===== src/verilog/cmp_pkg.sv =====
// Overview of operation
// - output-state bit reads comparator result, positive above negative is 1; read only.
// - rising comparator transition sets rise flag; it holds until software writes 0.
// - falling transition sets fall flag; holds until cleared, 0 if none since clear.
// - positive hysteresis bits 3:2: 00 off, 01 5 mV, 10 10 mV, 11 20 mV.
// - negative hysteresis bits 1:0: 00 off, 01 5 mV, 10 10 mV, 11 20 mV.
package cmp_pkg;
    // register index; the byte address is four times it
    localparam logic [9:0]  IDX_CONTROL       = 10'h09a;
    localparam logic [9:0]  IDX_INPUT_SELECT  = 10'h09c;
    localparam logic [11:0] ADDR_CONTROL      = {IDX_CONTROL, 2'b00};
    localparam logic [11:0] ADDR_INPUT_SELECT = {IDX_INPUT_SELECT, 2'b00};
    localparam logic [7:0]  CONTROL_RESET     = 8'h00;
    localparam logic [7:0]  INPUT_SELECT_RESET = 8'h77;
    localparam int          BIT_ENABLE        = 7;
    localparam int          BIT_OUTPUT_STATE  = 6;
    localparam int          BIT_RISE          = 5;
    localparam int          BIT_FALL          = 4;
    localparam int          HYP_MSB           = 3;
    localparam int          HYP_LSB           = 2;
    localparam int          HYN_MSB           = 1;
    localparam int          HYN_LSB           = 0;
    localparam int          NEG_MSB           = 7;
    localparam int          NEG_LSB           = 4;
    localparam int          POS_MSB           = 3;
    localparam int          POS_LSB           = 0;
    localparam int          NUM_SOURCES       = 12;
    localparam logic [3:0]  LAST_SOURCE       = 4'hb;
    localparam int          NUM_PINS          = 24;
    localparam logic [23:0] PIN_CONNECT_RESET = 24'h00_c000;
endpackage


===== src/verilog/cmp_input_mux.sv =====
`timescale 1ns/10ps
`default_nettype none
module cmp_input_mux (
    // selection codes
    input  wire logic [3:0]                 pos_input_select,
    input  wire logic [3:0]                 neg_input_select,
    // pin connects, at most one positive and one negative pin set
    output logic [cmp_pkg::NUM_PINS-1:0]    pin_connect
);
    import cmp_pkg::*;

    genvar i;
    generate
        for (i = 0; i < NUM_SOURCES; i = i + 1) begin : g_src
            // even pins positive, odd pins negative
            assign pin_connect[2*i]   = (pos_input_select == 4'(i));
            assign pin_connect[2*i+1] = (neg_input_select == 4'(i));
        end
    endgenerate
endmodule
`default_nettype wire


===== src/verilog/comparator_control_regs.sv =====
// Register access over APB is this design's own decision.
`timescale 1ns/10ps
`default_nettype none
module comparator_control_regs (
    // clock and reset
    input  wire logic                       clk,
    input  wire logic                       reset,
    // apb slave
    input  wire logic                       psel,
    input  wire logic                       penable,
    input  wire logic                       pwrite,
    input  wire logic [11:0]                paddr,
    input  wire logic [31:0]                pwdata,
    output logic [31:0]                     prdata,
    output logic                            pready,
    output logic                            pslverr,
    // analog comparator core
    input  wire logic                       cmp_raw_out,
    output logic                            cmp_power_on,
    output logic [1:0]                      cmp_pos_hysteresis,
    output logic [1:0]                      cmp_neg_hysteresis,
    // port pin multiplexer
    output logic [cmp_pkg::NUM_PINS-1:0]    pin_connect
);
    import cmp_pkg::*;

    // register fields
    logic                       cmp_enable;
    logic                       cmp_rise_flag;
    logic                       cmp_fall_flag;
    logic [3:0]                 neg_input_select;
    logic [3:0]                 pos_input_select;
    logic [7:0]                 comparator_input_select;

    // comparator output path
    logic                       sync_a;
    logic                       sync_b;
    logic                       cmp_prev;
    logic                       cmp_output_state;
    logic                       rise_event;
    logic                       fall_event;

    // bus decode and read path
    logic                       access;
    logic                       setup_read;
    logic                       hit_control;
    logic                       hit_select;
    logic                       wr_control;
    logic                       wr_select;
    logic [7:0]                 wr_byte;
    logic [7:0]                 control_read;
    logic [7:0]                 next_read;
    logic [NUM_PINS-1:0]        next_pin_connect;

    // one register per aligned word
    always_comb begin
        hit_control = 1'b0;
        hit_select  = 1'b0;
        case (paddr)
            ADDR_CONTROL: begin
                hit_control = 1'b1;
            end
            ADDR_INPUT_SELECT: begin
                hit_select = 1'b1;
            end
            default: begin
                hit_control = 1'b0;
            end
        endcase
    end

    // zero wait states; unmapped words answer with an error
    assign access      = psel && penable;
    assign setup_read  = psel && !penable && !pwrite;
    assign wr_control  = access && pwrite && hit_control;
    assign wr_select   = access && pwrite && hit_select;
    assign wr_byte     = pwdata[7:0];
    assign pready      = 1'b1;
    assign pslverr     = access && !hit_control && !hit_select;

    // two-flop synchroniser on the analog output
    always_ff @(posedge clk or posedge reset) begin
        if (reset) begin
            sync_a <= 1'b0;
            sync_b <= 1'b0;
        end else begin
            sync_a <= cmp_raw_out;
            sync_b <= sync_a;
        end
    end

    // previous-cycle copy, keeps tracking while disabled
    always_ff @(posedge clk or posedge reset) begin
        if (reset) begin
            cmp_prev <= 1'b0;
        end else begin
            cmp_prev <= sync_b;
        end
    end

    // reads 0 while the core is powered down
    assign cmp_output_state = cmp_enable && sync_b;

    // edge detect against the previous sample, only while enabled
    always_comb begin
        rise_event = 1'b0;
        fall_event = 1'b0;
        if (cmp_enable) begin
            rise_event = sync_b && !cmp_prev;
            fall_event = !sync_b && cmp_prev;
        end
    end

    always_ff @(posedge clk or posedge reset) begin
        if (reset) begin
            cmp_enable <= CONTROL_RESET[BIT_ENABLE];
        end else if (wr_control) begin
            cmp_enable <= wr_byte[BIT_ENABLE];
        end
    end

    always_ff @(posedge clk or posedge reset) begin
        if (reset) begin
            cmp_pos_hysteresis <= CONTROL_RESET[HYP_MSB:HYP_LSB];
        end else if (wr_control) begin
            cmp_pos_hysteresis <= wr_byte[HYP_MSB:HYP_LSB];
        end
    end

    always_ff @(posedge clk or posedge reset) begin
        if (reset) begin
            cmp_neg_hysteresis <= CONTROL_RESET[HYN_MSB:HYN_LSB];
        end else if (wr_control) begin
            cmp_neg_hysteresis <= wr_byte[HYN_MSB:HYN_LSB];
        end
    end

    // set wins over a software clear in the same cycle
    always_ff @(posedge clk or posedge reset) begin
        if (reset) begin
            cmp_rise_flag <= CONTROL_RESET[BIT_RISE];
        end else if (rise_event) begin
            cmp_rise_flag <= 1'b1;
        end else if (wr_control) begin
            cmp_rise_flag <= wr_byte[BIT_RISE];
        end
    end

    always_ff @(posedge clk or posedge reset) begin
        if (reset) begin
            cmp_fall_flag <= CONTROL_RESET[BIT_FALL];
        end else if (fall_event) begin
            cmp_fall_flag <= 1'b1;
        end else if (wr_control) begin
            cmp_fall_flag <= wr_byte[BIT_FALL];
        end
    end

    always_ff @(posedge clk or posedge reset) begin
        if (reset) begin
            neg_input_select <= INPUT_SELECT_RESET[NEG_MSB:NEG_LSB];
        end else if (wr_select) begin
            neg_input_select <= wr_byte[NEG_MSB:NEG_LSB];
        end
    end

    always_ff @(posedge clk or posedge reset) begin
        if (reset) begin
            pos_input_select <= INPUT_SELECT_RESET[POS_MSB:POS_LSB];
        end else if (wr_select) begin
            pos_input_select <= wr_byte[POS_MSB:POS_LSB];
        end
    end

    always_comb begin
        comparator_input_select                  = 8'h00;
        comparator_input_select[NEG_MSB:NEG_LSB] = neg_input_select;
        comparator_input_select[POS_MSB:POS_LSB] = pos_input_select;
    end

    // decode the incoming code so the pins switch with the register
    cmp_input_mux u_mux (
        .pos_input_select (wr_byte[POS_MSB:POS_LSB]),
        .neg_input_select (wr_byte[NEG_MSB:NEG_LSB]),
        .pin_connect      (next_pin_connect)
    );

    always_ff @(posedge clk or posedge reset) begin
        if (reset) begin
            pin_connect <= PIN_CONNECT_RESET;
        end else if (wr_select) begin
            pin_connect <= next_pin_connect;
        end
    end

    assign cmp_power_on = cmp_enable;

    // output state has no storage, so writes to it are dropped
    always_comb begin
        control_read                   = 8'h00;
        control_read[BIT_ENABLE]       = cmp_enable;
        control_read[BIT_OUTPUT_STATE] = cmp_output_state;
        control_read[BIT_RISE]         = cmp_rise_flag;
        control_read[BIT_FALL]         = cmp_fall_flag;
        control_read[HYP_MSB:HYP_LSB]  = cmp_pos_hysteresis;
        control_read[HYN_MSB:HYN_LSB]  = cmp_neg_hysteresis;
    end

    // unmapped reads return zero
    always_comb begin
        next_read = 8'h00;
        if (hit_control) begin
            next_read = control_read;
        end else if (hit_select) begin
            next_read = comparator_input_select;
        end
    end

    // read data registered during setup, valid in access phase
    always_ff @(posedge clk or posedge reset) begin
        if (reset) begin
            prdata <= 32'h0000_0000;
        end else if (setup_read) begin
            prdata <= {24'h00_0000, next_read};
        end
    end
endmodule
`default_nettype wire


===== config.mk =====
export PLATFORM = sky130hd
export DESIGN_NAME = comparator_control_regs
export DESIGN_NICKNAME = d
export VERILOG_FILES = /design/src/verilog/cmp_pkg.sv /design/src/verilog/cmp_input_mux.sv /design/src/verilog/comparator_control_regs.sv
export SDC_FILE = /design/constraint.sdc
export NUM_CORES = 1
export LEC_CHECK = 0
export BUFFER_PORTS_ARGS = -buffer_cell sky130_fd_sc_hd__buf_4
export CELL_PAD_IN_SITES_DETAIL_PLACEMENT = 1
export CELL_PAD_IN_SITES_GLOBAL_PLACEMENT = 1
export CORE_MARGIN = 2
export CORE_UTILIZATION = 30
export CTS_CLUSTER_DIAMETER = 100
export DETAILED_ROUTE_END_ITERATION = 12
export PLACE_DENSITY = 0.72
export RECOVER_POWER = 50
export SLEW_MARGIN = 20
export SYNTH_ARGS = -nofsm -noshare
export SYNTH_HDL_FRONTEND = slang
export SYNTH_SLANG_ARGS = --single-unit

===== constraint.sdc =====
create_clock -name clk -period 3.3 [get_ports clk]
set_clock_uncertainty 0.05 [all_clocks]
set_input_delay 0.33 -clock clk [delete_from_list [all_inputs] [get_ports clk]]
set_output_delay 0.33 -clock clk [all_outputs]
set_load 0.01 [all_outputs]

### Word level (Yosys, flattened, before mapping)

Cells that the tools add are included.

* logic and storage cells: 67
* output and inout bits: 63
* flip-flop bits (word level): 50
* bits in read-only memories: 0
* memories: 0
* RAM bits: 0
* bits in latches: 0

* multiplexer cells: 10
* eq/ne operators: 24
* $mul: 0
* shift operators: 0
* order comparisons: 0
* bitwise logic cells: 0
* div/mod/pow operators: 0
* add/sub/neg operators: 0
* reduce and logical (&&, ||, !) cells: 21

Operators with widths (count)
* 4-bit by 3-bit == test with 1-bit output, second input constant: 8
* 4-bit == test, second input constant: 8
* 12-bit by 10-bit == test with 1-bit output, second input constant: 2
* 4-bit by 2-bit == test with 1-bit output, second input constant: 4
* 8-bit 2-to-1 mux: 2
* 1-bit logical AND: 11
* 4-bit by 1-bit == test with 1-bit output, second input constant: 2
* 4-bit zero test: 2
* 1-bit 2-to-1 mux: 8
* 1-bit zero test: 6
* 2-bit nonzero test: 2

### Logic depth before layout (Yosys ltp)

Gate-level depths: netlist (run 1).

* depth after elaboration: 5
* gate-level depth with buffers: 5
* gate-level depth less buffers: 3

### By module

A second synthesis (run 1) with hierarchy kept.

* cells, all modules: 193
* area total of the unflattened synthesis: 2803.9 sq um

By module, submodules not included
* comparator_control_regs: area an instance 2411.1 sq um, instances 1, sequential area each 1261.2 sq um, cells an instance 161
* cmp_input_mux: area an instance 392.9 sq um, instances 1, sequential area each 0.0 sq um, cells an instance 32

### Worst setup path before layout (run 1)

OpenSTA, ideal clock, no wires.

* path kind: input-to-reg
* start: in paddr[11]
* end: reg neg_input_select[3]
* arrival: 1.382 ns
* library setup time: 0.128 ns
* path slack: 1.741 ns
* required time: 3.122 ns
* stages: 4
* path through: nor4_4 -> nand4_1 -> buf_2 -> mux2_1

* word-level cells in the longest chain between the ends: 3

Ends and longest elaborated chain
* from (decl): line comparator_control_regs.sv:12 `input wire logic [11:0] paddr,`
* 12-bit by 10-bit == test with 1-bit output: line comparator_control_regs.sv:59 `case (paddr)`
* 1-bit 2-to-1 mux: line comparator_control_regs.sv:59
* 1-bit logical AND: line comparator_control_regs.sv:76 `assign wr_select = access && pwrite && hit_select;`
* to (signal assigned): line comparator_control_regs.sv:161 `neg_input_select <= INPUT_SELECT_RESET[NEG_MSB:NEG_LSB];`
* to (signal assigned): line comparator_control_regs.sv:163 `neg_input_select <= wr_byte[NEG_MSB:NEG_LSB];`
* to (decl): line comparator_control_regs.sv:31 `logic [3:0] neg_input_select;`

Every way passes these cells.
A chain may end at the register's enable or synchronous reset.

==> Implementation_results.wiki, run 1 <==
{| class="wikitable"
! Metric !! Value
|-
| Vertical die dimension || ~94 um
|-
| CTS hold repair buffers || 0
|-
| Setup TNS Final || 0 ns
|-
| Crit path kind || input pin to async pin
|-
| Initial Utilization || between 30% and 40%
|-
| Number of enable-type register cells in the synthesized netlist || 0
|-
| CP cell instances || clkbuf_4 -> clkinvlp_2
|-
| Inserted Diodes || 0
|-
| Worst EP required || 3.34 ns
|-
| Pin count of the biggest net entering global routing || between 50 and 60
|-
| Delay of the slowest critical-path stage || approximately 1.2 ns
|-
| Clock transition time at the flip-flop clock pins of the worst setup and hold paths || 0.09 ns
|-
| Proportion of register bits with asynchronous set or reset after synthesis || between 90% and 100%
|-
| Maximum achievable frequency || approximately 600 MHz
|-
| Clock Tree Buf Depth || 2
|-
| Buf/Inv on CP || 2
|-
| Placeable core region || about 7800 um2
|-
| Final #Nets || around 320
|-
| Share of synthesized area occupied by flip-flops and latches || slightly above 50%
|-
| Latest clock arrival within the worst-skew pair || slightly below 0.3 ns
|-
| Post-layout instance area || ~2900 um2
|-
| RSZ-0062 raised after global routing || no
|-
| Global-route wire length before repair || between 8000 and 9000 um
|-
| Clock root buffer || sky130_fd_sc_hd__clkbuf_8
|-
| Die area || 8860 um2
|-
| Max Transition Viols Final || slightly above 50
|-
| Number of placement rows || 32
|-
| Total standard cell area after synthesis || between 2000 and 2500 um2
|-
| Hold slack final || 0.123 ns
|-
| Status || finished with violations
|-
| Placer congestion estimate || a little over 0.7
|-
| Count of endpoints failing setup in the final report || 0
|-
| Vias || about 1700
|-
| Slew Limit Headroom || -48.3%
|-
| Crit path capture type || async pin
|-
| Clock buffers created by TritonCTS || 5
|-
| Clock tree from TritonCTS || done
|-
| Final critical path time including I/O delays and setup || 1.69 ns
|-
| # Max-Cap Violations || 1
|-
| Synthesis Warnings || 0
|-
| DRC viols || 0
|-
| Antenna violation net count after detailed routing || 0
|-
| Quantity of I/O buffers inserted on ports || 63
|-
| Distinct cells, synth || 28
|-
| Clock Sinks || 50
|-
| DR pass1 iterations || 4
|-
| Vias in the first global route || about 1700
|-
| Maximum resistive drop on vdd || about 0.00013 V
|-
| Avg Cell Area, Syn || 11.6 um2
|-
| Critical path arrival || 1.73 ns
|-
| Static Leak || approximately 1.5 nW
|-
| Startpoint kind of the worst setup timing path || input pin
|-
| FF+latch count, synth || 50
|-
| Fraction of final layout cells sized beyond drive strength 1 || between 20 and 30%
|-
| Top flip-flop cell by instance count after synthesis || sky130_fd_sc_hd__dfrtp_1
|-
| Gr ovfl total || 0
|-
| Area Overhead vs Synth || 19.8%
|-
| Total Wirelength || around 5100 um
|-
| Highest-delay cell along the critical path || sky130_fd_sc_hd__clkinvlp_2
|-
| Total count of hold-check failures in the final report || 0
|-
| H-tree levels || 2
|-
| Commonest cells after routing, fill and taps aside || sky130_fd_sc_hd__buf_4 (46), sky130_fd_sc_hd__dfrtp_1 (42), sky130_fd_sc_hd__mux2_1 (30), sky130_fd_sc_hd__conb_1 (25), sky130_fd_sc_hd__clkbuf_1 (17)
|-
| Power Dens Cells || roughly 370 nW/um2
|-
| Horizontal die dimension || between 90 and 100 um
|-
| Leading cell type in the layout, fill and taps excluded || sky130_fd_sc_hd__buf_4
|-
| Syn Inst Count || 211
|-
| Share of the clock period used by the worst path after layout || 51.2%
|-
| Number of setup buffers added after CTS || 0
|-
| Failing checks || capacitance limit, slew limit
|-
| DR vias/cell || 4.55
|-
| Boundary Pins || 113
|-
| Detailed placement HPWL || approximately 3700 um
|-
| Antenna violations before repair || 0
|-
| Average routed wire per standard cell || around 14 um
|-
| Delay-heaviest family, CP || buffers and inverters
|-
| Biggest fanout along the worst timing path || 50
|-
| Number of gates resized after cts || 0
|-
| Number of placed instances, taps included || approximately 360
|-
| Drt first-iter violations || 37
|-
| Post-DP Area || 2890 um2
|-
| Min-delay worst type || input pin to flip-flop
|-
| Slew at the pin closest to its max-slew limit || between 2 and 2.5 ns
|-
| Combined global-route utilization of all metal layers || 12.2%
|-
| Non-filler instance count after layout || around 370
|}
==> cell type report <==
class | instances | area (um2)
clock buffer | 7 | 86.3
clock inverter | 1 | 5.00
fill | 890 | 4890
inverter | 1 | 5.00
multi-input combinational | 144 | 1010
sequential | 50 | 1260
tap | 102 | 128
timing repair buffer | 64 | 420
==> sequential cells by signal (all words and copies together), names as in the netlist, 2 cells and up <==
signal / cells
cmp_neg_hysteresis: 2
cmp_pos_hysteresis: 2
neg_input_select: 4
pin_connect: 24
pos_input_select: 4
prdata: 8
==> power breakdown <==
| part | internal, mW | switching (mW) | total (mW) |
|---|---|---|---|
| Clock | 0.170 | 0.192 | 0.361 |
| Sequential | 0.615 | 0.00120 | 0.616 |
| Combinational | 0.0311 | 0.0585 | 0.0896 |
==> stage by stage <==
step	utilization, %	power (mW)	setup slack [ns]
5_1_grt	37.4	1.13	1.29
3_3_place_gp	37.0	0.718	1.45
3_5_place_dp	37.0	0.719	1.42
2_1_floorplan	-	0.702	1.73
4_1_cts	38.2	1.09	1.64
6_report	37.4	1.07	1.61
==> logic make-up after synthesis <==
kind of cell | share of synthesized area (%)
buffers and inverters | 10.2
AOI/OAI and AO/OA | 5.39
other | 0.308
muxes | 17.9
DFF | 51.7
and+or+nand+nor | 14.5
==> final timing paths <==
check	cells past startpoint	from	end	slack, ns
max in group clk	5	paddr[11]	pslverr	1.64
min in group asynchronous	2	reset	pin_connect[23]	0.57
min reg2reg	0	sync_a	sync_b	0.31
max	2	reset	prdata[7]	1.61
max reg2reg	3	cmp_power_on	cmp_rise_flag	2.28
min	1	cmp_raw_out	sync_a	0.12
==> synthesized netlist by cell type (2+ instances only) <==
master,number,share of area [%]
sky130_fd_sc_hd__nor2b_1,2,0.51
sky130_fd_sc_hd__buf_4,25,7.7
sky130_fd_sc_hd__and4bb_2,2,1.0
sky130_fd_sc_hd__nor2_1,15,2.3
sky130_fd_sc_hd__mux2i_1,2,0.82
sky130_fd_sc_hd__a22oi_1,7,2.2
sky130_fd_sc_hd__dfrtp_1,42,43
sky130_fd_sc_hd__mux2_1,30,14
sky130_fd_sc_hd__o31ai_1,8,2.5
sky130_fd_sc_hd__nand4_1,2,0.51
sky130_fd_sc_hd__mux2_2,7,3.2
sky130_fd_sc_hd__nor4_1,2,0.51
sky130_fd_sc_hd__nand2b_1,8,2.1
sky130_fd_sc_hd__buf_2,3,0.62
sky130_fd_sc_hd__conb_1,2,0.31
sky130_fd_sc_hd__clkbuf_1,11,1.7
sky130_fd_sc_hd__nand2_1,13,2.0
sky130_fd_sc_hd__dfstp_2,8,8.6
sky130_fd_sc_hd__nor3_1,12,2.5
sky130_fd_sc_hd__and3b_1,2,0.72
==> routing by layer <==
layer  vias to the layer above  track usage [%]  share of wire, %
met5                         -                0                 0
met4                         0             2.54              0.27
met3                         2             2.57               5.5
met2                        54             19.8                48
met1                       830             16.9                46
li1                        793                -                 -
Note: power is estimated with default switching activity, not from simulation.
==> inputs of run 2 (changes only) <==
PLACE_DENSITY = 0.75   (was 0.72)
clock period = 1.4 ns   (was 3.3 ns; I/O delays follow)
==> Implementation_results.wiki, run 2 (synthesis results as in run 1) <==
{| class="wikitable"
! Metric !! Value
|-
| Combined global-route utilization of all metal layers || 12.6% (was 12.2%)
|-
| Total Wirelength || 5350 um (was 5150 um)
|-
| Horizontal die dimension || 94.1 um (unchanged)
|-
| Clock transition time at the flip-flop clock pins of the worst setup and hold paths || 0.10 ns (was 0.09 ns)
|-
| Vias || 1739 (was 1679)
|-
| Status || complete, no violations (was finished with violations)
|-
| DR vias/cell || 4.53 (was 4.55)
|-
| Clock tree from TritonCTS || done (unchanged)
|-
| Antenna violations before repair || 0 (unchanged)
|-
| H-tree levels || 2 (unchanged)
|-
| Post-DP Area || 3000 um2 (was 2890 um2)
|-
| Critical path arrival || 1.15 ns (was 1.73 ns)
|-
| Biggest fanout along the worst timing path || 2 (was 50)
|-
| Fraction of final layout cells sized beyond drive strength 1 || 31.9% (was 28.1%)
|-
| Register name with the most flops || pin_connect (unchanged)
|-
| Clock Sinks || 50 (unchanged)
|-
| Final #Nets || 331 (was 316)
|-
| Leading cell type in the layout, fill and taps excluded || sky130_fd_sc_hd__buf_4 (unchanged)
|-
| Number of flip-flops under the largest register name || 24 (unchanged)
|-
| Vias in the first global route || 1785 (was 1702)
|-
| Number of setup buffers added after CTS || 0 (unchanged)
|-
| RSZ-0062 raised after global routing || no (unchanged)
|-
| Delay of the slowest critical-path stage || 0.29 ns (was 1.24 ns)
|-
| Worst EP required || 1.21 ns (was 3.34 ns)
|-
| # Max-Cap Violations || 0 (was 1)
|-
| Vertical die dimension || 94.1 um (unchanged)
|-
| Utilization after layout || 39.2% (was 37.4%)
|-
| Latest clock arrival within the worst-skew pair || 0.30 ns (was 0.29 ns)
|-
| Buf/Inv on CP || 4 (was 2)
|-
| Clock root buffer || sky130_fd_sc_hd__clkbuf_8 (unchanged)
|-
| Min-delay worst type || input pin to flip-flop (unchanged)
|-
| Total power draw || 2.59 mW (was 1.07 mW)
|-
| Number of gates resized after cts || 0 (unchanged)
|-
| Crit path capture type || output port (was async pin)
|-
| Detailed placement HPWL || 4110 um (was 3730 um)
|-
| Crit path kind || input pin to output port (was input pin to async pin)
|-
| CP cell instances || buf_4 -> buf_4 -> and4bb_2 -> buf_4 -> nor2_1 -> o211a_1 -> buf_4 (was clkbuf_4 -> clkinvlp_2)
|-
| Share of the clock period used by the worst path after layout || 95.5%
|-
| CTS hold repair buffers || 2 (was 0)
|-
| Maximum achievable frequency || 748 MHz
|-
| Clock Tree Buf Depth || 2 (unchanged)
|-
| Max Transition Viols Final || 0 (was 51)
|-
| Final critical path time including I/O delays and setup || 1.34 ns
|-
| DR pass1 iterations || 4 (unchanged)
|-
| Post-layout instance area || 3060 um2 (was 2920 um2)
|-
| Most common cell type on the critical path || sky130_fd_sc_hd__buf_4
|-
| Clock buffers created by TritonCTS || 5 (unchanged)
|-
| Initial Utilization || 31.2% (unchanged)
|-
| Placeable core region || 7810 um2 (unchanged)
|-
| Count of endpoints failing setup in the final report || 0 (unchanged)
|-
| Maximum resistive drop on vdd || 0.000365 V (was 0.000134 V)
|-
| Quantity of I/O buffers inserted on ports || 63 (unchanged)
|-
| Highest-delay cell along the critical path || sky130_fd_sc_hd__and4bb_2 (was sky130_fd_sc_hd__clkinvlp_2)
|-
| Antenna violation net count after detailed routing || 0 (unchanged)
|-
| Delay-heaviest family, CP || buffers and inverters (unchanged)
|-
| Pin count of the biggest net entering global routing || 33 (was 51)
|-
| Boundary Pins || 113 (unchanged)
|-
| Static Leak || 1.55 nW (was 1.45 nW)
|-
| Inserted Diodes || 0 (unchanged)
|-
| Global-route wire length before repair || 8810 um (was 8550 um)
|-
| Commonest cells after routing, fill and taps aside || sky130_fd_sc_hd__buf_4 (57), sky130_fd_sc_hd__dfrtp_1 (42), sky130_fd_sc_hd__mux2_1 (30), sky130_fd_sc_hd__conb_1 (25), sky130_fd_sc_hd__nor2_1 (15) (was sky130_fd_sc_hd__buf_4 (46), sky130_fd_sc_hd__dfrtp_1 (42), sky130_fd_sc_hd__mux2_1 (30), sky130_fd_sc_hd__conb_1 (25), sky130_fd_sc_hd__clkbuf_1 (17))
|-
| Power Dens Cells || 848 nW/um2 (was 365 nW/um2)
|-
| Area Overhead vs Synth || 25.5% (was 19.8%)
|-
| Number of placement rows || 32 (unchanged)
|-
| Largest registers || pin_connect (24), prdata (8) (unchanged)
|-
| Average routed wire per standard cell || 13.9 um (about the same)
|-
| Drt first-iter violations || 58 (was 37)
|-
| DRC viols || 0 (unchanged)
|-
| Placer congestion estimate || 0.731 (was 0.715)
|-
| Total count of hold-check failures in the final report || 0 (unchanged)
|-
| Gr ovfl total || 0 (unchanged)
|-
| Die area || 8860 um2 (unchanged)
|-
| Startpoint kind of the worst setup timing path || input pin (unchanged)
|}
## run 2: changes by cell type in the layout (fill, tap and decap cells not counted), sizes merged
cell / delta
buf: +12
dlygate4sd3: +2
inv: +1
clkinvlp: -1
clkinv: +1
## run 2: final cells by class
| class | instances | area, um2 |
|---|---|---|
| tap | 102 | 128 |
| clock inverter | 2 | 17.5 |
| sequential | 50 | 1260 |
| inverter | 1 | 3.75 |
| multi-input combinational | 144 | 1010 |
| timing repair buffer | 79 | 551 |
| clock buffer | 6 | 82.6 |
| fill | 877 | 4750 |
## run 2: power by group
group          switching, mW  internal (mW)
logic                  0.141         0.0906
registers            0.00276           1.45
clock network          0.502          0.408
total                  0.646           1.95
## run 2: worst paths after layout
kind | slack, ns | endpoint | startpoint | cells after the start
worst max-delay path | 0.06 | pslverr | paddr[2] | 7
worst min-delay path | 0.07 | neg_input_select[2] | pwdata[6] | 2
worst max register to register | 0.41 | cmp_rise_flag | cmp_power_on | 3
worst min register to register | 0.31 | sync_b | sync_a | 0
max in group asynchronous | 0.35 | pin_connect[14] | reset | 4
min in group asynchronous | 0.22 | pin_connect[23] | reset | 3
## run 2: stage by stage
stage | setup TNS, ns | setup slack, ns | hold WS [ns] | std cells
final | 0 | 0.0634 | 0.0713 | 384
after global routing | 0 | 0.0186 | 0.0798 | 384
after CTS | 0 | 0.0598 | 0.0691 | 384
after detailed placement | -2.62 | -0.0929 | -0.0192 | 374
after global placement | -2.50 | -0.0836 | -0.0211 | 374
after floorplan | 0 | 0.0221 | 0.121 | 234
## run 2: routing by layer
metal,share of wire (%),track usage [%]
met3,7.3,4.09
met5,0,0
met1,45,16.8
met4,0.43,2.17
met2,47,20.3
